==> config.mk <==
export PLATFORM = sky130hd
export DESIGN_NAME = rdt_readout
export DESIGN_NICKNAME = d
export VERILOG_FILES = /design/src/hw/rdt_pkg.sv /design/src/hw/rdt_tick_if.sv /design/src/hw/rdt_readout.sv /design/src/hw/rdt_tick_gen.sv
export SDC_FILE = /design/constraint.sdc
export NUM_CORES = 1
export LEC_CHECK = 0
export BUFFER_PORTS_ARGS = -buffer_cell sky130_fd_sc_hd__buf_2
export CAP_MARGIN = 40
export CORE_MARGIN = 3
export CORE_UTILIZATION = 35
export CTS_CLUSTER_DIAMETER = 100
export DETAILED_ROUTE_END_ITERATION = 7
export GPL_ROUTABILITY_DRIVEN = 0
export PLACE_DENSITY = 0.52
export SLEW_MARGIN = 20
export SYNTH_ARGS = -nofsm -noshare
export SYNTH_HDL_FRONTEND = slang
export SYNTH_SLANG_ARGS = --single-unit
export TNS_END_PERCENT = 5
==> constraint.sdc <==
create_clock -name i_mclk -period 3.45 [get_ports i_mclk]
set_input_delay 0.69 -clock i_mclk [delete_from_list [all_inputs] [get_ports i_mclk]]
set_output_delay 0.69 -clock i_mclk [all_outputs]
set_load 0.01 [all_outputs]
==> src/hw/rdt_pkg.sv <==
// Purpose: Shared constants for the reflectance discharge timer.
// Assumes: 10 MHz system clock, five sensor lines, one pushbutton.
// Notes: None.
package rdt_pkg;
    localparam int CLK_NS       = 100;
    localparam int TICK_NS      = 400;
    localparam int TICK_CYC     = TICK_NS / CLK_NS;
    localparam int CHARGE_US    = 10;
    localparam int CHARGE_CYC   = (CHARGE_US * 1000 + CLK_NS - 1) / CLK_NS;
    localparam int NUM_SENSORS  = 5;
    localparam int LIMIT_TICKS  = 2000;
    localparam int RES_W        = 12;
    localparam int TICK_W       = 8;
    localparam int PRE_W        = 3;
    localparam int CHG_W        = 8;
    localparam int SYNC_STAGES  = 2;
    localparam logic [PRE_W-1:0]  PRE_RESET  = 3'h0;
    localparam logic [TICK_W-1:0] TICK_RESET = 8'h00;
    localparam logic [TICK_W-1:0] TICK_STEP  = 8'h01;

    typedef enum logic [1:0] {ST_IDLE, ST_CHARGE, ST_MEASURE, ST_DONE} rdt_state_type;
endpackage : rdt_pkg

==> src/hw/rdt_tick_if.sv <==
// Purpose: Carries the tick counter value from its source to the readout.
// Assumes: Single clock domain.
// Notes: None.
`timescale 1ns/100ps
`default_nettype none
interface rdt_tick_if;
    logic [rdt_pkg::TICK_W-1:0] count;
    modport src (output count);
    modport snk (input count);
endinterface : rdt_tick_if
`default_nettype wire
==> src/hw/rdt_readout.sv <==
// Purpose: Charges five reflectance sensor lines, times their discharge.
// Assumes: Sensor and button pins are asynchronous to i_mclk.
// Notes: Bit 0 of the sensor group is the leftmost sensor line.
`timescale 1ns/100ps
`default_nettype none
module rdt_readout #(
    parameter int                      NS         = rdt_pkg::NUM_SENSORS,
    parameter logic [rdt_pkg::RES_W-1:0] TIME_LIMIT = rdt_pkg::RES_W'(rdt_pkg::LIMIT_TICKS),
    parameter int                      CHARGE_CYC = rdt_pkg::CHARGE_CYC
) (
    // Clock and reset.
    input  wire logic                       i_mclk,
    input  wire logic                       i_nrst,
    // Control.
    input  wire logic                       i_start,
    output logic                            o_busy,
    output logic                            o_done,
    // Sensor lines, split into input, output and enable.
    input  wire logic [NS-1:0]              i_sensor_line,
    output logic      [NS-1:0]              o_sensor_line_out,
    output logic      [NS-1:0]              o_sensor_line_oe_n,
    // Pushbutton, pulled up outside.
    input  wire logic                       i_button_n,
    output logic                            o_button_level,
    // Results, sensor i in bits i*RES_W upward.
    output logic [NS*rdt_pkg::RES_W-1:0]    o_result
);
    localparam int W = rdt_pkg::RES_W;

    if (NS < 1 || int'(TIME_LIMIT) + 255 >= (1 << W) ||
        CHARGE_CYC < 1 || CHARGE_CYC > (1 << rdt_pkg::CHG_W)) begin : g_bad_cfg
        $error("Readout parameters out of range.");
    end

    rdt_tick_if tick ();

    rdt_tick_gen #(.TICK_CYC(rdt_pkg::TICK_CYC)) u_tick (
        .i_mclk (i_mclk),
        .i_nrst (i_nrst),
        .tick   (tick.src)
    );

    // Two-stage synchronisers; only stage two is read by logic.
    logic [NS-1:0] sens_s1_q, sens_s2_q;
    logic          btn_s1_q,  btn_s2_q;

    always_ff @(posedge i_mclk or negedge i_nrst) begin
        if (!i_nrst) begin
            sens_s1_q <= '0;
            sens_s2_q <= '0;
            btn_s1_q  <= 1'b1;
            btn_s2_q  <= 1'b1;
        end else begin
            sens_s1_q <= i_sensor_line;
            sens_s2_q <= sens_s1_q;
            btn_s1_q  <= i_button_n;
            btn_s2_q  <= btn_s1_q;
        end
    end

    rdt_pkg::rdt_state_type     state_q,     state_d;
    logic [rdt_pkg::CHG_W-1:0]  charge_q,    charge_d;
    logic [W-1:0]               elapsed_q,   elapsed_d;
    logic [rdt_pkg::TICK_W-1:0] last_tick_q, last_tick_d;
    logic [rdt_pkg::TICK_W-1:0] delta;
    logic [NS-1:0]              sample_q,    sample_d;
    logic [NS*W-1:0]            result_q,    result_d;
    logic [NS-1:0]              drive_q,     drive_d;
    logic [NS-1:0]              oe_n_q,      oe_n_d;
    logic                       busy_q,      busy_d;
    logic                       done_q,      done_d;
    logic                       btn_q,       btn_d;

    always_comb begin
        state_d     = state_q;
        charge_d    = charge_q;
        elapsed_d   = elapsed_q;
        last_tick_d = last_tick_q;
        sample_d    = sample_q;
        result_d    = result_q;
        // Modular difference stays correct across counter wrap.
        delta       = tick.count - last_tick_q;
        btn_d       = btn_s2_q;
        case (state_q)
            rdt_pkg::ST_IDLE: begin
                if (i_start) begin
                    state_d  = rdt_pkg::ST_CHARGE;
                    charge_d = '0;
                end
            end
            rdt_pkg::ST_CHARGE: begin
                charge_d = charge_q + 8'h01;
                if (charge_q == rdt_pkg::CHG_W'(CHARGE_CYC - 1)) begin
                    state_d     = rdt_pkg::ST_MEASURE;
                    elapsed_d   = '0;
                    last_tick_d = tick.count;
                    sample_d    = '1;
                    // Lines that never fall keep the limit value.
                    result_d    = {NS{TIME_LIMIT}};
                end
            end
            rdt_pkg::ST_MEASURE: begin
                elapsed_d   = elapsed_q + W'(delta);
                last_tick_d = last_tick_q + delta;
                if (sens_s2_q != sample_q) begin
                    sample_d = sens_s2_q;
                    for (int i = 0; i < NS; i++) begin
                        if (sample_q[i] && !sens_s2_q[i]) begin
                            result_d[i*W +: W] = elapsed_q;
                        end
                    end
                end
                if (elapsed_d >= TIME_LIMIT) begin
                    state_d = rdt_pkg::ST_DONE;
                end
            end
            rdt_pkg::ST_DONE: begin
                state_d = rdt_pkg::ST_IDLE;
            end
            default: begin
                state_d = rdt_pkg::ST_IDLE;
            end
        endcase
        // Outputs are decoded from the next state so they stay registered.
        drive_d = (state_d == rdt_pkg::ST_CHARGE) ? '1 : '0;
        oe_n_d  = (state_d == rdt_pkg::ST_CHARGE) ? '0 : '1;
        busy_d  = (state_d == rdt_pkg::ST_CHARGE) || (state_d == rdt_pkg::ST_MEASURE);
        done_d  = (state_d == rdt_pkg::ST_DONE);
    end

    always_ff @(posedge i_mclk or negedge i_nrst) begin
        if (!i_nrst) begin
            state_q     <= rdt_pkg::ST_IDLE;
            charge_q    <= '0;
            elapsed_q   <= '0;
            last_tick_q <= rdt_pkg::TICK_RESET;
            sample_q    <= '0;
            result_q    <= '0;
            drive_q     <= '0;
            oe_n_q      <= '1;
            busy_q      <= 1'b0;
            done_q      <= 1'b0;
            btn_q       <= 1'b1;
        end else begin
            state_q     <= state_d;
            charge_q    <= charge_d;
            elapsed_q   <= elapsed_d;
            last_tick_q <= last_tick_d;
            sample_q    <= sample_d;
            result_q    <= result_d;
            drive_q     <= drive_d;
            oe_n_q      <= oe_n_d;
            busy_q      <= busy_d;
            done_q      <= done_d;
            btn_q       <= btn_d;
        end
    end

    assign o_sensor_line_out  = drive_q;
    assign o_sensor_line_oe_n = oe_n_q;
    assign o_busy             = busy_q;
    assign o_done             = done_q;
    assign o_result           = result_q;
    assign o_button_level     = btn_q;
endmodule : rdt_readout
`default_nettype wire

==> src/hw/rdt_tick_gen.sv <==
// Purpose: Free-running tick counter advancing once per tick period.
// Assumes: TICK_CYC clock cycles per tick.
// Notes: Wraps to zero; the reader accumulates differences.
`timescale 1ns/100ps
`default_nettype none
module rdt_tick_gen #(
    parameter int TICK_CYC = rdt_pkg::TICK_CYC
) (
    // Clock and reset.
    input  wire logic  i_mclk,
    input  wire logic  i_nrst,
    // Tick value.
    rdt_tick_if.src    tick
);
    logic [rdt_pkg::PRE_W-1:0]  pre_q,  pre_d;
    logic [rdt_pkg::TICK_W-1:0] cnt_q,  cnt_d;

    if (TICK_CYC < 1 || TICK_CYC > (1 << rdt_pkg::PRE_W)) begin : g_bad_tick
        $error("Tick divider does not fit the prescaler.");
    end

    always_comb begin
        pre_d = pre_q + 3'h1;
        cnt_d = cnt_q;
        if (pre_q == rdt_pkg::PRE_W'(TICK_CYC - 1)) begin
            pre_d = rdt_pkg::PRE_RESET;
            cnt_d = cnt_q + rdt_pkg::TICK_STEP;
        end
    end

    always_ff @(posedge i_mclk or negedge i_nrst) begin
        if (!i_nrst) begin
            pre_q <= rdt_pkg::PRE_RESET;
            cnt_q <= rdt_pkg::TICK_RESET;
        end else begin
            pre_q <= pre_d;
            cnt_q <= cnt_d;
        end
    end

    assign tick.count = cnt_q;
endmodule : rdt_tick_gen
`default_nettype wire

==> results.md, run 1 <==
- Status: complete, but fails checks
- Failing checks: negative setup slack
- Synth warn: 0
- Synth top area share: 51.8%
- Total track usage: 15.0%
- Drt drc: 0
- CTS max path bufs: 2
- Synth Instances: 575
- Number of buffers created by CTS: 17
- Routed WL: 12900 um
- VDD IR max: 343 uV
- Power density cells: 470 nW/um^2
- Unrepaired setup endpoints after global routing: true
- CP required: 3800 ps
- Synthesis-stage register bit count: 123
- Initial Util: 36.0%
- CTS tree: yes
- Worst Hold Class: in2async
- Latest clock arrival within the worst-skew pair: 410 ps
- Vias: 4307
- First-pass GRT wire length: 21700 um
- Seq/Total Area, Yosys: 53.6%
- Ranking of synthesized cells by area: dfrtp_1 52%, ha_1 7.2%, nand2_1 7.0%
- Pre-CTS WS: 9.74 ps
- Fin crit period: 3510 ps
- Most frequent cell after synthesis: dfrtp_1
- Final setup fails: 3
- Total chip power: 3.40 mW
- Clock slew at reported path FFs: 60 ps
- Slew headroom: 45.4%
- Vias in the first global route: 4316
- Reg2Reg Capture Point: o_busy
- Total of max-cap violations: 0
- Antenna violations before repair: 0
- Post-synth EDFFs: 0
- I/O pins: 82
- Die area: 18000 um^2
- Fillers: 1602
- Final max-slew violation count: 0
- Fin Clk Skew: 12.1 ps
- Layout area overhead: 25.6%
- Fin cells: 906
- Post-route antenna net violation count: 0
- Launching point of the worst reg2reg path: u_tick.tick.count[0]
- Core Box Area: 16000 um^2
- GRT overflow: 0
- Die W: 134 um
- CP Capture Type: flop
- Final Cycle Share: 102%
- H-tree depth: 4
- DR iter-0 viols: 165
- Type of origin of the critical path: flop
- CP endpoint: o_busy
- Area leader, netlist: dfrtp_1
- Largest net degree at the start of global routing: 54
- Final Cell Area: 7220 um^2
- Die height: 134 um
- Reg2Reg Depth: 16
- Async SR Flop Fraction: 100%
- Sink Count: 123
- Slew @ Worst Pin: 819 ps
- Synth cell types: 53
- Port Buf Inserts: 81
- Root Driver: clkbuf_16
- Mean Syn Cell Area: 10.0 um^2
- Hold_buf cts: 0
- Net Count, Synth: 620
- Drt pass-1 iters: 4
- Share of cells above drive strength 1: 24.8%
- Final net count: 722
- Static Leak: 3.55 nW
- CP Class: reg2reg
- Syn Std Cell Area: 5750 um^2
- Worst Path Max Fanout: 4
- R2R Setup Slk: -60 ps
- Critical Path Start: u_tick.tick.count[0]
- PnR worst setup slack: -61.5 ps
- FMAX: 0.285 GHz
- Final hold violation count: 0
- Worst path arrival time: 3860 ps
- Main synth FF type: dfrtp_1
- Dpl hpwl: 9470 um
- DR vias/cell: 4.75
- Most frequent cells after synthesis: 119 x dfrtp_1, 107 x nand2_1, 60 x o21ai_1, 33 x ha_1, 32 x nor2_1
- DP Area: 6520 um^2
- Routed len/inst: 14.2 um
- Site Rows: 46
- Antenna fix cells: 0
- Dpl cells: 869
[how the worst min path moves through the flow]
stage	endpoint	startpoint	slack [ps]
finish	o_result[30]	i_nrst	310
global route	o_result[30]	i_nrst	350
CTS	o_result[30]	i_nrst	320
global placement	sens_s2_q[1]	sens_s1_q[1]	330
floorplan	sens_s2_q[0]	sens_s1_q[0]	330
detailed placement	sens_s2_q[4]	sens_s1_q[4]	330
[flip-flops by register name, indices dropped and copies added (netlist names)]
name                count
o_busy                  1
o_button_level          1
btn_d                   1
last_tick_q             8
o_sensor_line_oe_n      1
elapsed_q              12
u_tick.tick.count       8
o_result               60
sens_s2_q               5
o_sensor_line_out       1
state_q                 2
o_done                  1
btn_s1_q                1
u_tick.pre_q            3
charge_q                8
sample_q                5
sens_s1_q               5
[per-stage QoR]
| step | util, % | hold slack [ps] | setup TNS, ps |
|---|---|---|---|
| 4_1_cts | 44.7 | 325 | -28.8 |
| 5_1_grt | 45.2 | 350 | -1100 |
| 3_5_place_dp | 40.7 | 335 | 0 |
| 3_3_place_gp | 40.3 | 331 | 0 |
| 6_report | 45.2 | 305 | -123 |
| 2_1_floorplan | - | 331 | 0 |
[cell usage in the layout, fill, tap and decap left out, types with 9 or more instances in the layout]
cell type / count
dfrtp_1: 119
o21ai_0: 27
nand2_1: 107
xor2_1: 9
o21ai_1: 60
buf_2: 80
a21oi_1: 12
ha_1: 32
inv_1: 25
buf_4: 25
nor2_1: 31
xnor2_1: 15
nand3_1: 15
clkbuf_16: 17
[worst max-delay path, cell delays in order (launching register included)]
cell and delay, ps:
dfrtp_1 380, inv_2 80, ha_4 130, inv_2 40
fa_2 360, buf_4 140, buf_4 130, xor2_1 230
ha_1 320, nor2b_1 170, o2111ai_1 260, nand4b_1 140
xor2_1 250, o2111ai_2 180, o31ai_2 330, ha_1 280
inv_1 60
[power by group]
part / total [mW] / internal [mW] / switching (mW)
sequential: 1.45 / 1.45 / 0.00168
combinational: 0.0405 / 0.00845 / 0.0320
clock: 1.90 / 1.24 / 0.666
[cells by family after synthesis]
| kind of cell | count (synthesis) | share of synthesized area [%] |
|---|---|---|
| AND/OR/NAND/NOR | 190 | 14.4 |
| AO/OA/AOI/OAI | 144 | 15.1 |
| flip-flops | 123 | 53.6 |
| multiplexers | 2 | 0.370 |
| XOR/XNOR | 25 | 3.81 |
| buffers and inverters | 55 | 4.55 |
| adder cells (fa/ha/maj) | 36 | 8.22 |
[what timing repair did]
action / 4_1_cts / 5_1_grt
hold endpoints to repair: 0 / 0
pin swaps: 1 / 13
buffers inserted: 0 / 5
gates cloned: 0 / 0
endpoints found under the setup margin: 2 / 6
resized for setup: 0 / 8
[metal layers]
metal	GRT usage (%)	share of wire [%]
met1	19.4	46
met2	24.9	50
met3	3.34	2.4
met4	5.20	1.3
met5	0	0
[area by class of cell]
class                           count  area (um^2)  area share, %
Inverter                           27          101           1.40
Clock inverter                     13          190           2.63
Sequential cell                   123         3080           42.7
Multi-Input combinational cell    397         2460           34.1
Tap cell                          216          270           3.74
Clock buffer                       19          443           6.13
Timing Repair Buffer              111          676           9.35
Note: power is estimated with default switching activity, not from simulation.
==> inputs of run 2 (changes only) <==
--- a/config.mk
+++ b/config.mk
@@ -7,12 +7,14 @@
 export LEC_CHECK = 0
 export BUFFER_PORTS_ARGS = -buffer_cell sky130_fd_sc_hd__buf_2
 export CAP_MARGIN = 40
+export CELL_PAD_IN_SITES_DETAIL_PLACEMENT = 1
+export CELL_PAD_IN_SITES_GLOBAL_PLACEMENT = 2
 export CORE_MARGIN = 3
 export CORE_UTILIZATION = 35
 export CTS_CLUSTER_DIAMETER = 100
 export DETAILED_ROUTE_END_ITERATION = 7
 export GPL_ROUTABILITY_DRIVEN = 0
-export PLACE_DENSITY = 0.52
+export PLACE_DENSITY = 0.74
 export SLEW_MARGIN = 20
 export SYNTH_ARGS = -nofsm -noshare
 export SYNTH_HDL_FRONTEND = slang
==> constraint.sdc (replaced) <==
create_clock -name i_mclk -period 4.15 [get_ports i_mclk]
set_input_delay 0.83 -clock i_mclk [delete_from_list [all_inputs] [get_ports i_mclk]]
set_output_delay 0.83 -clock i_mclk [all_outputs]
set_load 0.01 [all_outputs]
==> run 2 against run 1 <==
  * The run now ends clean
  * Sequential share of layout area increased by 1.2 points
  * Non-clock buffer count decreased by 20
  * Setup slack improved by 400 ps
  * Wire length increased by 11%
  * Maximum frequency decreased by 8.0%
  * Cell area decreased by 2.6%
  * Clock power decreased by 18%
  * Die area unchanged
  * Register-to-register slack improved by 400 ps
  * First-iteration DRC count decreased by 41%
  * Hold slack improved by 37 ps
  * Largest power group unchanged
==> results.md, run 2 (same netlist as run 1, synthesis figures left out) <==
- Sink Count: 123
- Worst Hold Class: reg2reg
- Status: finished clean
- Fin crit period: 3810 ps
- Power density cells: 398 nW/um^2
- Top Family by Delay on Critical Path: adder cells
- Routed WL: 14400 um
- Slew headroom: 55.5%
- Dpl hpwl: 10700 um
- CP max-delay cell: or4_1
- Type of origin of the critical path: flop
- Final core utilization: 44.0%
- CP Class: reg2reg
- Final max-slew violation count: 0
- TNS Setup: 0 ps
- Reg2Reg Depth: 19
- Dpl cells: 853
- Latest clock arrival within the worst-skew pair: 420 ps
- Antenna fix cells: 0
- CP peak stage delay: 440 ps
- Routed len/inst: 16.2 um
- Clock slew at reported path FFs: 60 ps
- Commonest cells after routing, fill and taps aside: 119 x dfrtp_1, 107 x nand2_1, 80 x buf_2
- Final hold violation count: 0
- Die height: 134 um
- Worst path arrival time: 4170 ps
- Antenna violations before repair: 0
- Initial Util: 36.0%
- I/O pins: 82
- Worst Path Max Fanout: 4
- Die area: 18000 um^2
- CP Cell Sequence: inv_1 > ha_2 > inv_1 > fa_2 > a21o_1 > a21oi_2 > o21bai_1 > a21oi_1 > xnor2_1 > ha_1 > o21ai_1 > nand2b_1 > a31oi_4 > or4_1 > o211a_1 > o31ai_1 > buf_4 > ha_1 > inv_1
- Unrepaired setup endpoints after global routing: false
- Post-route antenna net violation count: 0
- Die W: 134 um
- Total of max-cap violations: 0
- VDD IR max: 336 uV
- Hold depth: 0
- H-tree depth: 4
- CTS max path bufs: 2
- Total track usage: 17.1%
- CTS tree: yes
- Drt drc: 0
- Site Rows: 46
- Fin cells: 886
- Max reg flops: 60
- DR iter-0 viols: 97
- Final net count: 702
- Static Leak: 3.43 nW
- Commonest non-fill, non-tap cell in the layout: dfrtp_1
- Core Box Area: 16000 um^2
- First-pass GRT wire length: 24200 um
- Drt pass-1 iters: 4
- Post-CTS Setup Bufs: 0
- GRT overflow: 0
- Crit path depth: 19
- CP Capture Type: flop
- Vias in the first global route: 4637
- Number of buffers created by CTS: 17
- Final Cycle Share: 91.9%
- Layout area overhead: 22.2%
- Most common cell on crit path: inv_1
- Buffers & Inverters on Critical Path: 4
- Port Buf Inserts: 81
- FMAX: 0.262 GHz
- Final hold slack: 342 ps
- Final setup fails: 0
- DR vias/cell: 4.93
- CP required: 4500 ps
- Fin Clk Skew: 9.68 ps
- Share of cells above drive strength 1: 21.8%
- Slew @ Worst Pin: 668 ps
- Largest net degree at the start of global routing: 85
- Root Driver: clkbuf_16
- Vias: 4371
==> run 2: cell count changes in the layout (fill, tap and decap cells not counted), sizes merged <==
cell,change
buf,-20
clkinvlp,+3
inv,+2
clkbuf,-1
clkinv,-3
bufinv,-1
==> run 2: path summary, 6_finish.rpt <==
| path | to | from | slack (ps) |
|---|---|---|---|
| hold reg to reg | sens_s2_q[0] | sens_s1_q[0] | 340 |
| max in group asynchronous | btn_s1_q | i_nrst | 2890 |
| min in group asynchronous | charge_q[7] | i_nrst | 390 |
| setup reg to reg | o_busy | u_tick.tick.count[0] | 340 |
| hold / removal | sens_s2_q[0] | sens_s1_q[0] | 340 |
| setup / recovery | o_busy | u_tick.tick.count[0] | 340 |
==> run 2: area by class of cell <==
type,instances,area [um^2]
tap,216,270
multi-input combinational,397,2430
clock inverter,14,184
inverter,27,101
sequential,123,3080
fill,1851,8970
timing repair buffer,91,522
clock buffer,18,439
==> run 2: stage by stage <==
stage / area (um^2) / worst slack (ps) / total power [mW]
floorplan: 5750 / 512 / 1.23
global placement: 6320 / 317 / 1.27
detailed placement: 6370 / 179 / 1.27
finish: 7030 / 335 / 2.80
global route: 7030 / 37.1 / 2.91
CTS: 7000 / 158 / 2.84
==> run 2: metal layers <==
metal | vias to the layer above | global-route usage, % | wire length [um]
li1 | 2123 | - | -
met1 | 2179 | 21.8 | 6540
met2 | 57 | 29.0 | 7250
met3 | 12 | 4.46 | 465
met4 | 0 | 4.58 | 127
met5 | - | 0 | 0
==> run 2: repair_timing <==
action | in CTS | in global routing
resized for setup | 0 | 5
hold buffers | 0 | 0
setup endpoints to repair | 0 | 4
hold endpoints to repair | 0 | 0
==> run 2: power by group <==
| group | internal (mW) | switching (mW) |
|---|---|---|
| registers | 1.21 | 0.00186 |
| logic | 0.00645 | 0.0271 |
| clock network | 0.973 | 0.581 |
| total | 2.19 | 0.610 |
